==> src/inc/crc_pkg.sv <==
// Constants, types and field layout for the charge regulation configuration bank.
// Assumes a single 125 MHz clock with a synchronous active-low reset.
//
// How it works
// (RQ1) The charge voltage target is a 6-bit code in bits 7:2 of the charge-voltage register, 3.504 V plus 16 mV per step, topping out at 4.400 V.
// (RQ2) After reset the charge voltage code is 101100, which means 4.208 V.
// (RQ3) Bit 1 of the charge-voltage register picks the precharge exit level, 0 for 2.8 V and 1 for 3.0 V, and resets to 1.
// (RQ4) Bit 0 of the charge-voltage register picks the recharge offset below regulation, 0 for 100 mV and 1 for 300 mV, and resets to 0.
// (RQ5) Bit 7 of the termination/timer register enables charge termination and resets to 1.
// (RQ6) Bit 6 of the termination/timer register makes the done indication come early below 800 mA when set, and resets to 0.
// (RQ7) Bits 5:4 of the termination/timer register set the watchdog period as off, 40 s, 80 s or 160 s, and reset to 01.
// (RQ8) Bit 3 of the termination/timer register enables the fast-charge safety timer and resets to 1.
// (RQ9) Bits 2:1 of the termination/timer register give a safety limit of 5, 8, 12 or 20 hours and reset to 01.
// (RQ10) Bit 0 of the termination/timer register sets the cold-band current to 50 % when 0 or 20 % when 1, and resets to 0.
// (RQ11) Bits 7:5 of the compensation/thermal register hold the IR compensation resistance in 10 mOhm steps, resetting to 0.
// (RQ12) Bits 4:2 of the compensation/thermal register hold the IR compensation clamp in 16 mV steps up to 112 mV, resetting to 0.
// (RQ13) Bits 1:0 of the compensation/thermal register pick a die limit of 60, 80, 100 or 120 C and reset to 11.
// (RQ14) Reset loads 0xB2, 0x9A and 0x03 into the three registers.
// (RQ15) The host restarts the watchdog with a self-clearing bit in the power-on configuration register, and the device clears it once restarted.
// (RQ16) Every field reads back what the host last wrote, or its reset value.
// (RQ17) The host uses single-byte I2C writes and reads addressed by register index.

`default_nettype none

package crc_pkg;

	// ------------------------------------------------------------------
	// Register indices.
	// ------------------------------------------------------------------
	localparam logic [7:0] CRC_IDX_PWR_CFG    = 8'h01;
	localparam logic [7:0] CRC_IDX_CHG_VOLT   = 8'h04;
	localparam logic [7:0] CRC_IDX_TERM_TMR   = 8'h05;
	localparam logic [7:0] CRC_IDX_COMP_THERM = 8'h06;

	// ------------------------------------------------------------------
	// Reset values.
	// ------------------------------------------------------------------
	localparam logic [7:0] CRC_RST_CHG_VOLT   = 8'hb2;
	localparam logic [7:0] CRC_RST_TERM_TMR   = 8'h9a;
	localparam logic [7:0] CRC_RST_COMP_THERM = 8'h03;
	localparam logic [5:0] CRC_RST_CV_CODE    = 6'h2c;

	// ------------------------------------------------------------------
	// Field positions.
	// ------------------------------------------------------------------
	localparam int CRC_CV_MSB        = 7;
	localparam int CRC_CV_LSB        = 2;
	localparam int CRC_PRECHG_BIT    = 1;
	localparam int CRC_RECHG_BIT     = 0;
	localparam int CRC_TERM_EN_BIT   = 7;
	localparam int CRC_TERM_IND_BIT  = 6;
	localparam int CRC_WDOG_MSB      = 5;
	localparam int CRC_WDOG_LSB      = 4;
	localparam int CRC_TMR_EN_BIT    = 3;
	localparam int CRC_CHG_TMR_MSB   = 2;
	localparam int CRC_CHG_TMR_LSB   = 1;
	localparam int CRC_COLD_BIT      = 0;
	localparam int CRC_COMP_R_MSB    = 7;
	localparam int CRC_COMP_R_LSB    = 5;
	localparam int CRC_CLAMP_MSB     = 4;
	localparam int CRC_CLAMP_LSB     = 2;
	localparam int CRC_TLIM_MSB      = 1;
	localparam int CRC_TLIM_LSB      = 0;
	localparam int CRC_WDOG_KICK_BIT = 6;

	// ------------------------------------------------------------------
	// Timing and bus constants.
	// ------------------------------------------------------------------
	localparam longint unsigned CRC_CLK_HZ      = 64'd125_000_000;
	localparam longint unsigned CRC_WDOG_BASE_S = 64'd40;
	localparam int              CRC_WDOG_CW     = 36;
	localparam logic [35:0]     CRC_WDOG_BASE_CYCLES = 36'(CRC_WDOG_BASE_S * CRC_CLK_HZ);
	localparam logic [1:0]      CRC_WDOG_OFF    = 2'h0;
	// Bus address value is arbitrary.
	localparam logic [6:0]      CRC_DEV_ADDR_DEFAULT = 7'h2a;

	// ------------------------------------------------------------------
	// Bus target states.
	// ------------------------------------------------------------------
	typedef enum logic [2:0] {
		ST_IDLE  = 3'b000,
		ST_ADDR  = 3'b001,
		ST_INDEX = 3'b010,
		ST_WDATA = 3'b011,
		ST_ACK   = 3'b100,
		ST_RDATA = 3'b101,
		ST_RACK  = 3'b110
	} crc_state_t;

endpackage

`default_nettype wire

==> src/inc/crc_wdog_if.sv <==
// Link between the register bank and its watchdog timer.
// Assumes both ends share one clock; no clocking of its own.

`default_nettype none

interface crc_wdog_if;
	logic       kick;
	logic [1:0] period_sel;
	logic       restarted;
	logic       expired;

	modport regs  (output kick, output period_sel, input restarted, input expired);
	modport timer (input kick, input period_sel, output restarted, output expired);
endinterface

`default_nettype wire

==> src/verilog/crc_config_regs.sv <==
// Charge regulation configuration bank with its I2C target and watchdog.
// Assumes scl and sda arrive already synchronous to clk, and an external
// pull-up makes the open-drain sda wire.

`default_nettype none

module crc_config_regs
#(
	parameter logic [6:0]  DEV_ADDR         = crc_pkg::CRC_DEV_ADDR_DEFAULT,
	parameter logic [35:0] WDOG_BASE_CYCLES = crc_pkg::CRC_WDOG_BASE_CYCLES
)
(
	input  wire logic       clk,
	input  wire logic       rstn,
	input  wire logic       scl_in,
	input  wire logic       sda_in,
	output logic            sda_out,
	output logic            sda_oe_n,
	output logic [5:0]      charge_voltage_code,
	output logic            precharge_exit_threshold_sel,
	output logic            recharge_offset_sel,
	output logic            term_enable,
	output logic            term_early_ind,
	output logic [1:0]      watchdog_period_sel,
	output logic            safety_timer_enable,
	output logic [1:0]      fast_charge_time_limit,
	output logic            cold_current_ratio_sel,
	output logic [2:0]      ir_comp_resistance,
	output logic [2:0]      ir_comp_clamp,
	output logic [1:0]      die_temp_limit,
	output logic            watchdog_expired
);
	import crc_pkg::*;

	// ------------------------------------------------------------------
	// Declarations.
	// ------------------------------------------------------------------
	crc_state_t  state_ff;
	crc_state_t  ack_next_ff;
	logic        scl_q_ff;
	logic        sda_q_ff;
	logic [2:0]  bit_cnt_ff;
	logic [7:0]  rx_ff;
	logic [7:0]  tx_ff;
	logic [7:0]  index_ff;
	logic        ack_drv_ff;
	logic        sda_oe_n_ff;
	logic        sda_out_ff;
	logic [7:0]  chg_volt_ff;
	logic [7:0]  term_tmr_ff;
	logic [7:0]  comp_therm_ff;
	logic        wdog_kick_ff;

	logic        scl_rise;
	logic        scl_fall;
	logic        bus_start;
	logic        bus_stop;
	logic [7:0]  rx_byte;
	logic        rx_state;
	logic        byte_done;
	logic        wr_en;
	logic [7:0]  wr_idx;
	logic [7:0]  wr_data;
	logic [7:0]  rd_byte;
	logic [7:0]  rd_next;

	crc_wdog_if wd_if ();

	// ------------------------------------------------------------------
	// Read decode.
	// ------------------------------------------------------------------

	// Unmapped indices read as zero; the kick bit reads back while pending.
	function automatic logic [7:0] read_mux(input logic [7:0] idx);
		logic [7:0] val;
		val = 8'h00;
		case (idx)
			CRC_IDX_PWR_CFG:    val[CRC_WDOG_KICK_BIT] = wdog_kick_ff;
			CRC_IDX_CHG_VOLT:   val = chg_volt_ff;       // RQ16
			CRC_IDX_TERM_TMR:   val = term_tmr_ff;
			CRC_IDX_COMP_THERM: val = comp_therm_ff;
			default:            val = 8'h00;
		endcase
		return val;
	endfunction

	// A process, not an assign: a write must show even while the index holds still.
	always_comb
	begin
		rd_byte = read_mux(index_ff);
		rd_next = read_mux(index_ff + 8'h01);
	end

	// ------------------------------------------------------------------
	// Bus line events.
	// ------------------------------------------------------------------

	// Inputs are already synchronous, so one stage of history finds edges.
	always_ff @(posedge clk)
	begin
		if (!rstn)
		begin
			scl_q_ff <= 1'b1;
			sda_q_ff <= 1'b1;
		end
		else
		begin
			scl_q_ff <= scl_in;
			sda_q_ff <= sda_in;
		end
	end

	// Start and stop are sda edges while scl stays high.
	assign scl_rise  = scl_in && !scl_q_ff;
	assign scl_fall  = !scl_in && scl_q_ff;
	assign bus_start = scl_in && scl_q_ff && sda_q_ff && !sda_in;
	assign bus_stop  = scl_in && scl_q_ff && !sda_q_ff && sda_in;
	assign rx_byte   = {rx_ff[6:0], sda_in};
	assign rx_state  = state_ff == ST_ADDR || state_ff == ST_INDEX || state_ff == ST_WDATA;
	assign byte_done = rx_state && scl_rise && bit_cnt_ff == 3'h7;
	assign wr_en     = byte_done && state_ff == ST_WDATA;
	assign wr_idx    = index_ff;
	assign wr_data   = rx_byte;

	// ------------------------------------------------------------------
	// Bus target sequence.
	// ------------------------------------------------------------------

	// A start wins over everything but reset, so a stuck transfer is always recoverable.
	// The pin is only ever pulled low: data is shifted out on scl falling
	// edges and sampled by the controller on the rising ones.
	always_ff @(posedge clk)
	begin
		if (!rstn)
		begin
			state_ff    <= ST_IDLE;
			ack_next_ff <= ST_IDLE;
			bit_cnt_ff  <= 3'h0;
			rx_ff       <= 8'h00;
			tx_ff       <= 8'h00;
			index_ff    <= 8'h00;
			ack_drv_ff  <= 1'b0;
			sda_oe_n_ff <= 1'b1;
		end
		else if (bus_start)
		begin
			state_ff    <= ST_ADDR;
			bit_cnt_ff  <= 3'h0;
			ack_drv_ff  <= 1'b0;
			sda_oe_n_ff <= 1'b1;
		end
		else if (bus_stop)
		begin
			state_ff    <= ST_IDLE;
			sda_oe_n_ff <= 1'b1;
		end
		else
		begin
			case (state_ff)
				ST_IDLE:
					sda_oe_n_ff <= 1'b1;
				ST_ADDR, ST_INDEX, ST_WDATA:
					if (scl_rise)
					begin
						rx_ff      <= rx_byte;
						bit_cnt_ff <= bit_cnt_ff + 3'h1;
						if (byte_done)
						begin
							state_ff <= ST_ACK;
							if (state_ff == ST_ADDR)
							begin
								// A foreign address is ignored until the next start.
								if (rx_byte[7:1] != DEV_ADDR)
									state_ff <= ST_IDLE;
								ack_next_ff <= rx_byte[0] ? ST_RDATA : ST_INDEX;
							end
							else if (state_ff == ST_INDEX)
							begin
								index_ff    <= rx_byte;          // RQ17
								ack_next_ff <= ST_WDATA;
							end
							else
							begin
								index_ff    <= index_ff + 8'h01;
								ack_next_ff <= ST_WDATA;
							end
						end
					end
				ST_ACK:
					if (scl_fall)
					begin
						if (!ack_drv_ff)
						begin
							sda_oe_n_ff <= 1'b0;
							ack_drv_ff  <= 1'b1;
						end
						else
						begin
							ack_drv_ff <= 1'b0;
							state_ff   <= ack_next_ff;
							bit_cnt_ff <= 3'h0;
							if (ack_next_ff == ST_RDATA)
							begin
								tx_ff       <= rd_byte;
								sda_oe_n_ff <= rd_byte[7];
							end
							else
								sda_oe_n_ff <= 1'b1;
						end
					end
				ST_RDATA:
					if (scl_fall)
					begin
						tx_ff       <= {tx_ff[6:0], 1'b0};
						sda_oe_n_ff <= tx_ff[6];
					end
					else if (scl_rise)
					begin
						bit_cnt_ff <= bit_cnt_ff + 3'h1;
						if (bit_cnt_ff == 3'h7)
						begin
							state_ff   <= ST_RACK;
							ack_drv_ff <= 1'b0;
						end
					end
				ST_RACK:
					// Here ack_drv_ff marks that the controller acknowledged.
					if (scl_fall && !ack_drv_ff)
						sda_oe_n_ff <= 1'b1;
					else if (scl_rise)
					begin
						if (sda_in)
							state_ff <= ST_IDLE;
						else
							ack_drv_ff <= 1'b1;
					end
					else if (scl_fall)
					begin
						ack_drv_ff  <= 1'b0;
						index_ff    <= index_ff + 8'h01;
						tx_ff       <= rd_next;
						sda_oe_n_ff <= rd_next[7];
						bit_cnt_ff  <= 3'h0;
						state_ff    <= ST_RDATA;
					end
				default:
					state_ff <= ST_IDLE;
			endcase
		end
	end

	// The data line is only ever pulled low, so its level is fixed.
	always_ff @(posedge clk)
	begin
		if (!rstn)
			sda_out_ff <= 1'b0;
		else
			sda_out_ff <= 1'b0;
	end

	// ------------------------------------------------------------------
	// Configuration registers.
	// ------------------------------------------------------------------

	// Whole-byte writes; reserved bits do not exist in these three registers.
	always_ff @(posedge clk)
	begin
		if (!rstn)
		begin
			chg_volt_ff   <= CRC_RST_CHG_VOLT;      // RQ14
			term_tmr_ff   <= CRC_RST_TERM_TMR;
			comp_therm_ff <= CRC_RST_COMP_THERM;
		end
		else if (wr_en)
		begin
			case (wr_idx)
				CRC_IDX_CHG_VOLT:   chg_volt_ff   <= wr_data;   // RQ16
				CRC_IDX_TERM_TMR:   term_tmr_ff   <= wr_data;
				CRC_IDX_COMP_THERM: comp_therm_ff <= wr_data;
				default:            chg_volt_ff   <= chg_volt_ff;
			endcase
		end
	end

	// A new request that lands on the clearing cycle is kept, not lost.
	always_ff @(posedge clk)
	begin
		if (!rstn)
			wdog_kick_ff <= 1'b0;
		else if (wr_en && wr_idx == CRC_IDX_PWR_CFG && wr_data[CRC_WDOG_KICK_BIT])
			wdog_kick_ff <= 1'b1;                  // RQ15
		else if (wd_if.restarted)
			wdog_kick_ff <= 1'b0;
	end

	// ------------------------------------------------------------------
	// Watchdog.
	// ------------------------------------------------------------------
	assign wd_if.kick       = wdog_kick_ff;
	assign wd_if.period_sel = term_tmr_ff[CRC_WDOG_MSB:CRC_WDOG_LSB];   // RQ7

	crc_wdog #(
		.BASE_CYCLES (WDOG_BASE_CYCLES)
	) u_wdog (
		.clk  (clk),
		.rstn (rstn),
		.wd   (wd_if.timer)
	);

	// ------------------------------------------------------------------
	// Field outputs.
	// ------------------------------------------------------------------
	assign sda_out                      = sda_out_ff;
	assign sda_oe_n                     = sda_oe_n_ff;
	assign charge_voltage_code          = chg_volt_ff[CRC_CV_MSB:CRC_CV_LSB];      // RQ1
	assign precharge_exit_threshold_sel = chg_volt_ff[CRC_PRECHG_BIT];             // RQ3
	assign recharge_offset_sel          = chg_volt_ff[CRC_RECHG_BIT];              // RQ4
	assign term_enable                  = term_tmr_ff[CRC_TERM_EN_BIT];            // RQ5
	assign term_early_ind               = term_tmr_ff[CRC_TERM_IND_BIT];           // RQ6
	assign watchdog_period_sel          = term_tmr_ff[CRC_WDOG_MSB:CRC_WDOG_LSB];
	assign safety_timer_enable          = term_tmr_ff[CRC_TMR_EN_BIT];             // RQ8
	assign fast_charge_time_limit       = term_tmr_ff[CRC_CHG_TMR_MSB:CRC_CHG_TMR_LSB]; // RQ9
	assign cold_current_ratio_sel       = term_tmr_ff[CRC_COLD_BIT];               // RQ10
	assign ir_comp_resistance           = comp_therm_ff[CRC_COMP_R_MSB:CRC_COMP_R_LSB]; // RQ11
	assign ir_comp_clamp                = comp_therm_ff[CRC_CLAMP_MSB:CRC_CLAMP_LSB];   // RQ12
	assign die_temp_limit               = comp_therm_ff[CRC_TLIM_MSB:CRC_TLIM_LSB];     // RQ13
	assign watchdog_expired             = wd_if.expired;

	// ------------------------------------------------------------------
	// Checks.
	// ------------------------------------------------------------------
	property p_rst_vals;
		@(posedge clk) disable iff (!rstn)
		$rose(rstn) |-> chg_volt_ff == CRC_RST_CHG_VOLT && term_tmr_ff == CRC_RST_TERM_TMR
			&& comp_therm_ff == CRC_RST_COMP_THERM;
	endproperty
	a_rst_vals: assert property (p_rst_vals) else $error("Reset values wrong."); // RQ14

	property p_cv_rst;
		@(posedge clk) disable iff (!rstn)
		$rose(rstn) |-> charge_voltage_code == CRC_RST_CV_CODE;
	endproperty
	a_cv_rst: assert property (p_cv_rst) else $error("Voltage code reset wrong."); // RQ2

	property p_sel_rst;
		@(posedge clk) disable iff (!rstn)
		$rose(rstn) |-> precharge_exit_threshold_sel && !recharge_offset_sel && term_enable
			&& safety_timer_enable && die_temp_limit == 2'h3;
	endproperty
	a_sel_rst: assert property (p_sel_rst) else $error("Select bits reset wrong."); // RQ3

	property p_wr_volt;
		@(posedge clk) disable iff (!rstn)
		wr_en && wr_idx == CRC_IDX_CHG_VOLT |=>
			{charge_voltage_code, precharge_exit_threshold_sel, recharge_offset_sel}
			== $past(wr_data);
	endproperty
	a_wr_volt: assert property (p_wr_volt) else $error("Voltage write lost."); // RQ1

	property p_wr_timer;
		@(posedge clk) disable iff (!rstn)
		wr_en && wr_idx == CRC_IDX_TERM_TMR |=> {term_enable, term_early_ind,
			watchdog_period_sel, safety_timer_enable, fast_charge_time_limit,
			cold_current_ratio_sel} == $past(wr_data);
	endproperty
	a_wr_timer: assert property (p_wr_timer) else $error("Timer write lost."); // RQ9

	property p_wr_comp;
		@(posedge clk) disable iff (!rstn)
		wr_en && wr_idx == CRC_IDX_COMP_THERM |=>
			{ir_comp_resistance, ir_comp_clamp, die_temp_limit} == $past(wr_data);
	endproperty
	a_wr_comp: assert property (p_wr_comp) else $error("Compensation write lost."); // RQ11

	property p_keep;
		@(posedge clk) disable iff (!rstn)
		!wr_en |=> $stable(chg_volt_ff) && $stable(term_tmr_ff) && $stable(comp_therm_ff);
	endproperty
	a_keep: assert property (p_keep) else $error("Register changed without a write."); // RQ16

	property p_kick_clr;
		@(posedge clk) disable iff (!rstn)
		$rose(wdog_kick_ff) |-> ##[2:3] !wdog_kick_ff;
	endproperty
	a_kick_clr: assert property (p_kick_clr) else $error("Kick bit did not clear."); // RQ15

	property p_ack_low;
		@(posedge clk) disable iff (!rstn)
		state_ff == ST_ACK && ack_drv_ff |-> !sda_oe_n_ff;
	endproperty
	a_ack_low: assert property (p_ack_low) else $error("Acknowledge not driven."); // RQ17

endmodule // crc_config_regs

`default_nettype wire

==> src/verilog/crc_wdog.sv <==
// Host watchdog timer for the configuration bank.
// Assumes the bank holds the kick level until the restart pulse comes back.

`default_nettype none

module crc_wdog
#(
	parameter logic [35:0] BASE_CYCLES = crc_pkg::CRC_WDOG_BASE_CYCLES
)
(
	input  wire logic     clk,
	input  wire logic     rstn,
	crc_wdog_if.timer     wd
);
	import crc_pkg::*;

	logic [35:0] count_ff;
	logic [35:0] limit;
	logic        restarted_ff;
	logic        expired_ff;

	// ------------------------------------------------------------------
	// Period decode.
	// ------------------------------------------------------------------

	// Longer periods are shifts of the base so only one long constant exists.
	always_comb
	begin
		case (wd.period_sel)
			2'h1:    limit = BASE_CYCLES;            // RQ7
			2'h2:    limit = BASE_CYCLES << 1;
			2'h3:    limit = BASE_CYCLES << 2;
			default: limit = BASE_CYCLES;
		endcase
	end

	// ------------------------------------------------------------------
	// Counter.
	// ------------------------------------------------------------------

	// Expiry is sticky until the host kicks or turns the timer off.
	always_ff @(posedge clk)
	begin
		if (!rstn)
		begin
			count_ff   <= 36'h0_0000_0000;
			expired_ff <= 1'b0;
		end
		else if (wd.kick || wd.period_sel == CRC_WDOG_OFF)
		begin
			count_ff   <= 36'h0_0000_0000;       // RQ15
			expired_ff <= 1'b0;                   // RQ7
		end
		else if (count_ff >= limit - 36'h0_0000_0001)
			expired_ff <= 1'b1;
		else
			count_ff <= count_ff + 36'h0_0000_0001;
	end

	// One pulse per kick, so the bank clears its bit exactly once.
	always_ff @(posedge clk)
	begin
		if (!rstn)
			restarted_ff <= 1'b0;
		else
			restarted_ff <= wd.kick && !restarted_ff;   // RQ15
	end

	assign wd.restarted = restarted_ff;
	assign wd.expired   = expired_ff;

	// ------------------------------------------------------------------
	// Checks.
	// ------------------------------------------------------------------
	property p_wd_off;
		@(posedge clk) disable iff (!rstn)
		wd.period_sel == CRC_WDOG_OFF |=> !expired_ff && count_ff == 36'h0_0000_0000;
	endproperty
	a_wd_off: assert property (p_wd_off) else $error("Watchdog runs while disabled."); // RQ7

	property p_wd_kick;
		@(posedge clk) disable iff (!rstn)
		$rose(wd.kick) |=> restarted_ff && count_ff == 36'h0_0000_0000 ##1 !restarted_ff;
	endproperty
	a_wd_kick: assert property (p_wd_kick) else $error("Kick did not restart the timer."); // RQ15

endmodule // crc_wdog

`default_nettype wire

==> config.mk <==
export PLATFORM = sky130hd
export DESIGN_NAME = crc_config_regs
export DESIGN_NICKNAME = d
export VERILOG_FILES = /design/src/inc/crc_pkg.sv /design/src/inc/crc_wdog_if.sv /design/src/verilog/crc_config_regs.sv /design/src/verilog/crc_wdog.sv
export SDC_FILE = /design/constraint.sdc
export NUM_CORES = 1
export LEC_CHECK = 0
export BUFFER_PORTS_ARGS = -buffer_cell sky130_fd_sc_hd__buf_4
export CORE_MARGIN = 5
export CORE_UTILIZATION = 40
export DETAILED_ROUTE_END_ITERATION = 10
export HOLD_SLACK_MARGIN = 0.15
export SYNTH_ARGS = -nofsm -noshare
export SYNTH_HDL_FRONTEND = slang
export SYNTH_SLANG_ARGS = --single-unit
==> constraint.sdc <==
create_clock -name clk -period 7 [get_ports clk]
set_input_delay 2.1 -clock clk [delete_from_list [all_inputs] [get_ports clk]]
set_output_delay 2.1 -clock clk [all_outputs]
set_load 0.02 [all_outputs]
==> impl_results.md, run 1 <==
* TritonCTS sink count at 98
* Final period util at 56.8%
* Power Density at 183 nW/um^2
* P_leak at 2.47 nW
* Crit path DAT at 4.22 ns
* Post-CTS Resized at 0
* Crit start category: primary input
* Initial antenna violation count at 0
* Dominant synthesized flop cell: dfxtp_1
* Net Count, Synth at 733
* Die area at 17200 um^2
* CTS H-Tree Depth at 3
* Max-slew violation count at 0
* ANT nets after route at 0
* Fin util at 44.5%
* DR vias at 5318
* CTS tree: yes
* Routed WL per cell at 16.9 um
* Syn Area/Cell at 8.38 um^2
* Die Height at 131 um
* Synth async-reset ratio at 0%
* DR vias/cell at 6.05
* DP HPWL at 10.1 mm
* Dominant cells by area after synthesis: dfxtp_1, mux2i_1, ha_1
* Setup Skew at 0.00998 ns
* Die width at 131 um
* Max-slew headroom at 28.6%
* Clock Path Buffers at 2
* Area grow syn2layout at 9.63%
* Port Buf Inserts at 29
* Clock latency on the worst-skew pair at 0.35 ns
* Drt pass-1 iters at 6
* Worst Max-Slew Pin Slew at 1.07 ns
* Maximum clock rate at 0.251 GHz
* Setup violations, final at 0
* Total GRT Usage at 17.9%
* Initial Util at 40.6%
* Nets at 724
* Initial DRC count at 562
* WP data required at 7.24 ns
* Post-CTS Setup Repair Bufs at 0
* Post-synth top area share at 33.5%
* YS warnings at 0
* Vias in the first global route at 5058
* Residual DRC count at 0
* Clk root buf: clkbuf_16
* Final min period at 3.98 ns
* RePlAce Congestion at 0.849
* Antenna Cells at 0
* Status: finished clean
* Number of flops mapped to enable cells by yosys at 0
* Num CTS Buffers at 9
* Ordered cell list for the critical path: buf_4, inv_1, ha_1, nand2_1, o32ai_1, o2111ai_1, and2_1, o31a_1
* Synth unique cells at 71
* Worst Path Max Fanout at 17
* Max incr delay on CP at 0.53 ns
* Tot Pwr at 1.17 mW
* Share of cells above drive strength 1 at 9.64%
* Fin Setup TNS at 0 ns
* Row Count at 44
* Max Cap Violations at 0
* Max VDD drop at 0.000119 V
* RSZ-0062 raised after global routing: no
* Critical path class: primary input to flip-flop
* Kind of end point of the critical path: flip-flop
* Io pins at 31
* CP max stage cell: o2111ai_1
* GRT overflow at 0
* Core area at 14400 um^2
* Seq/Total Area, Yosys at 33.5%
* Clock transition at path regs at 0.07 ns
* Drt total wl at 14.9 mm
* Global-route wire length before repair at 24.9 mm
* Largest net degree at the start of global routing at 59
* Flops & latches, synth at 98
* Largest area contributor in the netlist: dfxtp_1
* Hold_buf cts at 0
* Synth Instances at 699
* Post-Syn Area at 5860 um^2
* Fin. Hold Viols at 0
* Worst min-delay path class: flip-flop to flip-flop
==> cell families (layout without fill, tap and decap cells) <==
logic type      after synthesis  in the layout  share of synthesized area, %
other cells                   2              2                         0.128
simple gates                280            280                          26.7
compound gates              177            177                          21.0
fa+ha+maj                    30             30                          6.41
buf+inv                      68             64                          4.78
flops                        98             98                          33.5
xor+xnor                      4              4                         0.598
mux                          40             40                          6.86
==> synthesized netlist by cell type (2+ instances only) <==
cell,number
o21a_1,3
nand2_1,66
o21ai_0,34
nor2_1,31
a31oi_1,7
dfxtp_1,98
and4_1,10
nand4_1,16
nor2b_1,32
a32oi_1,2
a222oi_1,17
and2_1,11
and3_1,12
nand2b_1,7
buf_2,5
o41ai_1,2
o221a_2,5
or4b_1,2
o211ai_1,9
nor4_2,2
a21oi_1,50
or3_1,4
buf_1,3
ha_1,30
xor2_1,3
nor4_1,3
o32ai_1,2
conb_1,2
a21o_1,6
o31ai_1,17
o211a_1,2
or2_2,2
clkbuf_1,40
inv_1,17
or4_1,26
mux2i_1,39
nor3_1,14
nor3b_1,2
buf_6,2
a211oi_1,2
nand3_1,31
a31o_2,2
==> per-stage QoR <==
step	setup slack, ns	hold slack [ns]	instance area (um^2)	cells
after floorplan	3.30	0.378	5860	699
final	3.02	0.411	6420	879
after global placement	2.76	0.390	6100	863
after detailed placement	2.68	0.405	6100	863
after CTS	3.05	0.416	6420	879
after global routing	2.84	0.427	6420	879
==> layer usage <==
| layer | share of wire [%] | GRT usage [%] | vias up |
|---|---|---|---|
| li1 | - | - | 2605 |
| met1 | 48 | 24.8 | 2553 |
| met2 | 45 | 28.1 | 143 |
| met3 | 5.2 | 2.56 | 17 |
| met4 | 1.8 | 6.78 | 0 |
| met5 | 0 | 0 | - |
==> worst max-delay path, delay by kind of cell <==
| kind | cells | cell delay (ns) |
|---|---|---|
| fa+ha+maj | 1 | 0.32 |
| compound gates | 3 | 1.07 |
| simple gates | 2 | 0.54 |
| buf+inv | 2 | 0.18 |
==> final timing paths <==
check | endpoint | cells past startpoint | from | slack, ns
setup reg to reg | u_wdog.count_ff[8]$_SDFFE_PP0N_ | 9 | term_tmr_ff[5]$_SDFFE_PN0P_ | 3.43
hold / removal | u_wdog.wd.restarted$_SDFF_PN0_ | 1 | u_wdog.wd.restarted$_SDFF_PN0_ | 0.41
hold reg to reg | u_wdog.wd.restarted$_SDFF_PN0_ | 1 | u_wdog.wd.restarted$_SDFF_PN0_ | 0.41
setup / recovery | index_ff[0]$_SDFFE_PN0P_ | 8 | scl_in | 3.02
==> state kept, by name, summed over array words and instances, names as in the netlist <==
| signal | flops |
|---|---|
| index_ff | 8 |
| rx_ff | 7 |
| scl_q_ff | 1 |
| bit_cnt_ff | 3 |
| u_wdog.count_ff | 36 |
| state_ff | 3 |
| ack_next_ff | 3 |
| sda_oe_n | 1 |
| wd_if.kick | 1 |
| sda_q_ff | 1 |
| u_wdog.wd.restarted | 1 |
| chg_volt_ff | 8 |
| term_tmr_ff | 8 |
| comp_therm_ff | 8 |
| ack_drv_ff | 1 |
| u_wdog.wd.expired | 1 |
| tx_ff | 7 |
==> layout make-up <==
type / count / area, um^2
Clock buffer: 10 / 239
Clock inverter: 6 / 78.8
Fill cell: 1454 / 8000
Inverter: 17 / 63.8
Multi-Input combinational cell: 533 / 3620
Sequential cell: 98 / 1960
Tap cell: 184 / 230
Timing Repair Buffer: 31 / 233
==> layout by cell type, fill, tap and decap left out, drive strengths merged, types with 3 or more instances in the layout <==
cell type  count
dfxtp         98
nand2         67
a21oi         50
mux2i         39
o21ai         35
nor2b         32
nor2          32
nand3         31
buf           31
ha            30
or4           26
inv           21
o31ai         18
a222oi        17
nand4         16
nor3          14
and3          12
and2          12
and4          10
clkbuf        10
o211ai         9
nand2b         7
a31oi          7
a21o           6
o221a          5
nor4           5
or3            4
o21a           3
xor2           3
==> power breakdown <==
part	switching [mW]	internal (mW)
logic	0.0383	0.0233
registers	0.0130	0.563
clock network	0.240	0.295
total	0.291	0.882
Power figures use the tool's default switching activity.
==> inputs of run 2 (changes only) <==
- clock period: 7 -> 3.4 ns (I/O delays scaled with it)
==> run 2 against run 1 <==
Compared with the run above:
- power is 110% higher
- core utilization is 0.41 points higher
- critical path type is now flip-flop to flip-flop
- register-to-register slack worse by 3.1 ns
- flip-flop and latch count stayed put
- critical endpoint is now u_wdog.count_ff[5]$_SDFFE_PP0N_
- largest power group unchanged
==> impl_results.md, run 2 (synthesized netlist as in run 1, its figures left out) <==
* Post-CTS Setup Repair Bufs at 0
* Maximum clock rate at 0.331 GHz
* ANT nets after route at 0
* TritonCTS sink count at 98
* Kind of end point of the critical path: flip-flop
* Total GRT Usage at 18.3%
* Io pins at 31
* Die Height at 131 um
* Num CTS Buffers at 9
* Placed Cells at 871
* Die width at 131 um
* Core area at 14400 um^2
* Power Density at 373 nW/um^2
* Routed WL per cell at 17.4 um
* Area grow syn2layout at 10.6%
* Max VDD drop at 0.000249 V
* Ordered cell list for the critical path: nand2b_1, inv_1, ha_1, a21oi_1, o21ai_1, a2111oi_4, nand2_4, or4_1, a21oi_1
* Commonest non-fill, non-tap cell in the layout: dfxtp_1
* CP max stage cell: or4_1
* Fin. Hold Viols at 0
* CTS tree: yes
* Max incr delay on CP at 0.59 ns
* Worst Path Max Fanout at 53
* Post-CTS Resized at 0
* Worst hold stages at 1
* DP HPWL at 10.6 mm
* RR Startpoint: term_tmr_ff[5]$_SDFFE_PN0P_
* Fin Setup TNS at 0 ns
* Final period util at 89.0%
* Port Buf Inserts at 29
* Setup violations, final at 0
* Max-slew violation count at 0
* Clock Path Buffers at 2
* Worst path most repeated cell: a21oi_1
* Status: finished clean
* Non-Filler Instances at 887
* Max-slew headroom at 44.8%
* Tot Pwr at 2.42 mW
* Drt pass-1 iters at 5
* R2r worst-path depth at 9
* Setup Skew at 0.00776 ns
* Reg-to-reg slack, setup at 0.37 ns
* Worst min-delay path class: flip-flop to flip-flop
* Share of cells above drive strength 1 at 10.7%
* Most flop-heavy register: u_wdog.count_ff
* P_leak at 2.50 nW
* RR Endpoint: u_wdog.count_ff[5]$_SDFFE_PP0N_
* Most frequent cells in the layout: dfxtp_1, nand2_1, a21oi_1, mux2i_1, buf_4
* Clock latency on the worst-skew pair at 0.36 ns
* Crit start category: flip-flop
* Residual DRC count at 0
* Largest net degree at the start of global routing at 57
* Row Count at 44
* DR vias/cell at 6.07
* Hold_buf cts at 0
* Initial Util at 40.6%
* Crit path DAT at 3.31 ns
* GRT overflow at 0
* DR vias at 5382
* Nets at 732
* WP data required at 3.68 ns
* Max FFs per register at 36
* Initial DRC count at 434
* Clock transition at path regs at 0.07 ns
* Initial antenna violation count at 0
* RSZ-0062 raised after global routing: no
* Worst Hold End: u_wdog.wd.restarted$_SDFF_PN0_
* Final min period at 3.03 ns
* Critical path class: flip-flop to flip-flop
* Die area at 17200 um^2
* CTS H-Tree Depth at 3
* Vias in the first global route at 5067
* Design area at 6480 um^2
* Antenna Cells at 0
* Worst Max-Slew Pin Slew at 0.827 ns
* Clk root buf: clkbuf_16
* RePlAce Congestion at 0.867
* Placed Instance Area at 6160 um^2
* Max Cap Violations at 0
* Fin util at 44.9%
* Global-route wire length before repair at 25.7 mm
* Hold_sp: u_wdog.wd.restarted$_SDFF_PN0_
* Drt total wl at 15.5 mm
run 2: cell types whose count changed in the layout (fill, tap and decap cells not counted), sizes merged:
cell      change
clkinvlp      +1
buf           +8
clkinv        -1
run 2: layer usage:
layer | GRT usage [%] | up-vias | wire, um
met5 | 0 | - | 0
met2 | 28.1 | 117 | 7000
li1 | - | 2640 | -
met1 | 26.3 | 2613 | 7620
met4 | 4.11 | 0 | 150
met3 | 4.07 | 12 | 684
run 2: worst max-delay path, delay by kind of cell, from the launching register on:
family | cells | cell delay [ns]
fa+ha+maj | 1 | 0.26
compound gates | 4 | 0.90
buf+inv | 1 | 0.16
flops | 1 | 0.43
simple gates | 3 | 1.16
run 2: how the worst max path moves through the flow:
stage	startpoint	endpoint	slack, ns
after floorplan	term_tmr_ff[4]$_SDFFE_PN1P_	u_wdog.count_ff[18]$_SDFFE_PP0N_	0.45
after global placement	scl_in	chg_volt_ff[4]$_SDFFE_PN1P_	0.43
after detailed placement	term_tmr_ff[5]$_SDFFE_PN0P_	u_wdog.count_ff[11]$_SDFFE_PP0N_	0.41
after CTS	term_tmr_ff[5]$_SDFFE_PN0P_	u_wdog.count_ff[34]$_SDFFE_PP0N_	0.38
after global routing	term_tmr_ff[5]$_SDFFE_PN0P_	u_wdog.count_ff[16]$_SDFFE_PP0N_	0.08
final	term_tmr_ff[5]$_SDFFE_PN0P_	u_wdog.count_ff[5]$_SDFFE_PP0N_	0.37
run 2: cell type report:
type,instances,area [um^2]
multi-input combinational,533,3620
clock buffer,10,239
sequential,98,1960
tap,184,230
inverter,17,63.8
fill,1407,7940
clock inverter,6,77.6
timing repair buffer,39,293
run 2: report_power, final:
group	switching, mW	total [mW]	internal (mW)
sequential	0.0261	1.19	1.16
clock	0.496	1.10	0.607
combinational	0.0802	0.130	0.0496
run 2: metrics by stage:
stage	hold WS, ns	setup slack [ns]
2_1_floorplan	0.378	0.451
3_3_place_gp	0.390	0.426
3_5_place_dp	0.396	0.412
4_1_cts	0.407	0.378
5_1_grt	0.435	0.0767
6_report	0.409	0.375
==> inputs of run 3 (changes only) <==
- CORE_UTILIZATION: 40 -> 45
==> run 3 against run 2 <==
Compared with the run above:
- critical path depth unchanged
- first-iteration DRC count fell by 7.1%
- power down 4.7%
- register-to-register slack got worse by 0.11 ns
- maximum frequency decreased by 3.5%
- combinational power hardly changed
- die area fell by 10%
- count of clock-buffer cells in the layout stayed put
- worst setup slack got worse by 0.11 ns
- sequential share of layout area increased by 0.16 points
- core utilization rose by 5.9 points
- critical endpoint is now u_wdog.count_ff[34]$_SDFFE_PP0N_
==> impl_results.md, run 3 (synthesized netlist as in run 1, its figures left out) <==
* Num CTS Buffers at 9
* Max FFs per register at 36
* P_leak at 2.49 nW
* Sw Pwr at 571 uW
* Share of cells above drive strength 1 at 10.8%
* Drt total wl at 15.3 mm
* Largest net degree at the start of global routing at 54
* RSZ-0062 raised after global routing: no
* Row Count at 41
* Max VDD drop at 0.000209 V
* Die Height at 124 um
* Area grow syn2layout at 10.0%
* Fillers at 1238
* Global-route wire length before repair at 25.5 mm
* DR vias at 5314
* Final period util at 92.2%
* CTS tree: yes
* Die width at 124 um
* Worst Hold End: u_wdog.wd.restarted$_SDFF_PN0_
* Max Cap Violations at 0
* Non-Filler Instances at 876
* Status: finished clean
* Crit start category: flip-flop
* WP data required at 3.68 ns
* Post-CTS Resized at 0
* Clock Path Buffers at 2
* Core area at 12700 um^2
* Critical path class: flip-flop to flip-flop
* Seq pwr share at 51.4%
* Switching share of power at 24.8%
* Drt pass-1 iters at 6
* Vias in the first global route at 4951
* Register area at 1960 um^2
* Antenna Cells at 0
* Port Buf Inserts at 29
* Nets at 733
* Fin Setup TNS at 0 ns
* RR Endpoint: u_wdog.count_ff[34]$_SDFFE_PP0N_
* Worst Path Max Fanout at 53
* Placed Instance Area at 6160 um^2
* Reg-to-reg slack, setup at 0.26 ns
* Setup violations, final at 0
* Die area at 15400 um^2
* Kind of end point of the critical path: flip-flop
* Total GRT Usage at 20.9%
* Design area at 6450 um^2
* Placed Cells at 860
* GRT overflow at 0
* R2r worst-path depth at 9
* Clk root buf: clkbuf_16
* Io pins at 31
* Clock latency on the worst-skew pair at 0.35 ns
* Max-slew headroom at 46.6%
* Worst hold stages at 1
* Setup Skew at 0.00696 ns
* DR vias/cell at 6.07
* Hold_buf cts at 0
* Worst Max-Slew Pin Slew at 0.800 ns
* Final hold slack at 0.401 ns
* Max-slew violation count at 0
* Initial DRC count at 403
* Post-CTS Setup Repair Bufs at 0
* Routed WL per cell at 17.5 um
* Worst min-delay path class: flip-flop to flip-flop
* Most flop-heavy register: u_wdog.count_ff
* Clock power share at 42.9%
* CTS H-Tree Depth at 3
* Crit path DAT at 3.42 ns
* RePlAce Congestion at 0.932
* Final min period at 3.14 ns
* Fin. Hold Viols at 0
* Initial Util at 46.2%
* RR Startpoint: term_tmr_ff[5]$_SDFFE_PN0P_
* Residual DRC count at 0
* Pint at 1.73 mW
* Area of the multi-input gates at 3620 um^2
* Fin util at 50.9%
* ANT nets after route at 0
* Hold_sp: u_wdog.wd.restarted$_SDFF_PN0_
* Maximum clock rate at 0.319 GHz
* Commonest non-fill, non-tap cell in the layout: dfxtp_1
* Initial antenna violation count at 0
* Clock transition at path regs at 0.07 ns
* TritonCTS sink count at 98
* Most frequent cells in the layout: dfxtp_1, nand2_1, a21oi_1, buf_4, mux2i_1
* Combinational share of power at 5.7%
* Power Density at 358 nW/um^2
* DP HPWL at 10.6 mm
-- run 3: cell types whose count changed in the layout (fill, tap and decap cells not counted), sizes merged --
cell,before,now
clkinv,0,2
inv,21,19
bufinv,1,0
clkinvlp,1,2
buf,39,40
-- run 3: stage by stage --
| step | power (mW) | setup WS [ns] |
|---|---|---|
| CTS | 2.33 | 0.301 |
| finish | 2.30 | 0.264 |
| global route | 2.40 | 0.0325 |
| detailed placement | 1.34 | 0.324 |
| floorplan | 1.31 | 0.451 |
| global placement | 1.34 | 0.420 |
-- run 3: power by group through the flow --
stage               clock [mW]  sequential (mW)  combinational, mW
floorplan                    0             1.19              0.116
global placement             0             1.21              0.127
detailed placement           0             1.21              0.129
CTS                       1.02             1.18              0.130
global route              1.06             1.19              0.146
finish                   0.988             1.19              0.131
-- run 3: metal layers --
metal	wire length, um	up-vias	global-route usage, %
met1	7800	2502	30.5
met2	6400	150	30.7
met5	0	-	0
met4	320	0	8.01
li1	-	2637	-
met3	823	25	3.45
-- run 3: area by class of cell --
type / instances / share of cell area, %
multi-input combinational: 533 / 56.1
sequential: 98 / 30.4
timing repair buffer: 40 / 4.66
clock buffer: 10 / 3.71
tap: 172 / 3.34
inverter: 17 / 0.990
clock inverter: 6 / 0.776
-- run 3: worst max-delay path, stage by stage (launching register included) --
cell       delay [ns]
dfxtp_1          0.49
nand2b_1         0.11
buf_4            0.17
ha_1             0.32
a21oi_1          0.17
nor2b_1          0.09
a2111oi_4        0.54
nand2_4          0.41
or4b_1           0.61
a21oi_1          0.15
-- run 3: worst max-delay path by stage --
stage,startpoint,end,slack (ns),cells after the start
2_1_floorplan,term_tmr_ff[4]$_SDFFE_PN1P_,u_wdog.count_ff[18]$_SDFFE_PP0N_,0.45,11
3_3_place_gp,scl_in,term_tmr_ff[1]$_SDFFE_PN1P_,0.42,8
3_5_place_dp,term_tmr_ff[5]$_SDFFE_PN0P_,u_wdog.count_ff[26]$_SDFFE_PP0N_,0.32,9
4_1_cts,term_tmr_ff[5]$_SDFFE_PN0P_,u_wdog.count_ff[34]$_SDFFE_PP0N_,0.30,9
5_1_grt,term_tmr_ff[5]$_SDFFE_PN0P_,u_wdog.count_ff[26]$_SDFFE_PP0N_,0.03,9
6_report,term_tmr_ff[5]$_SDFFE_PN0P_,u_wdog.count_ff[34]$_SDFFE_PP0N_,0.26,9
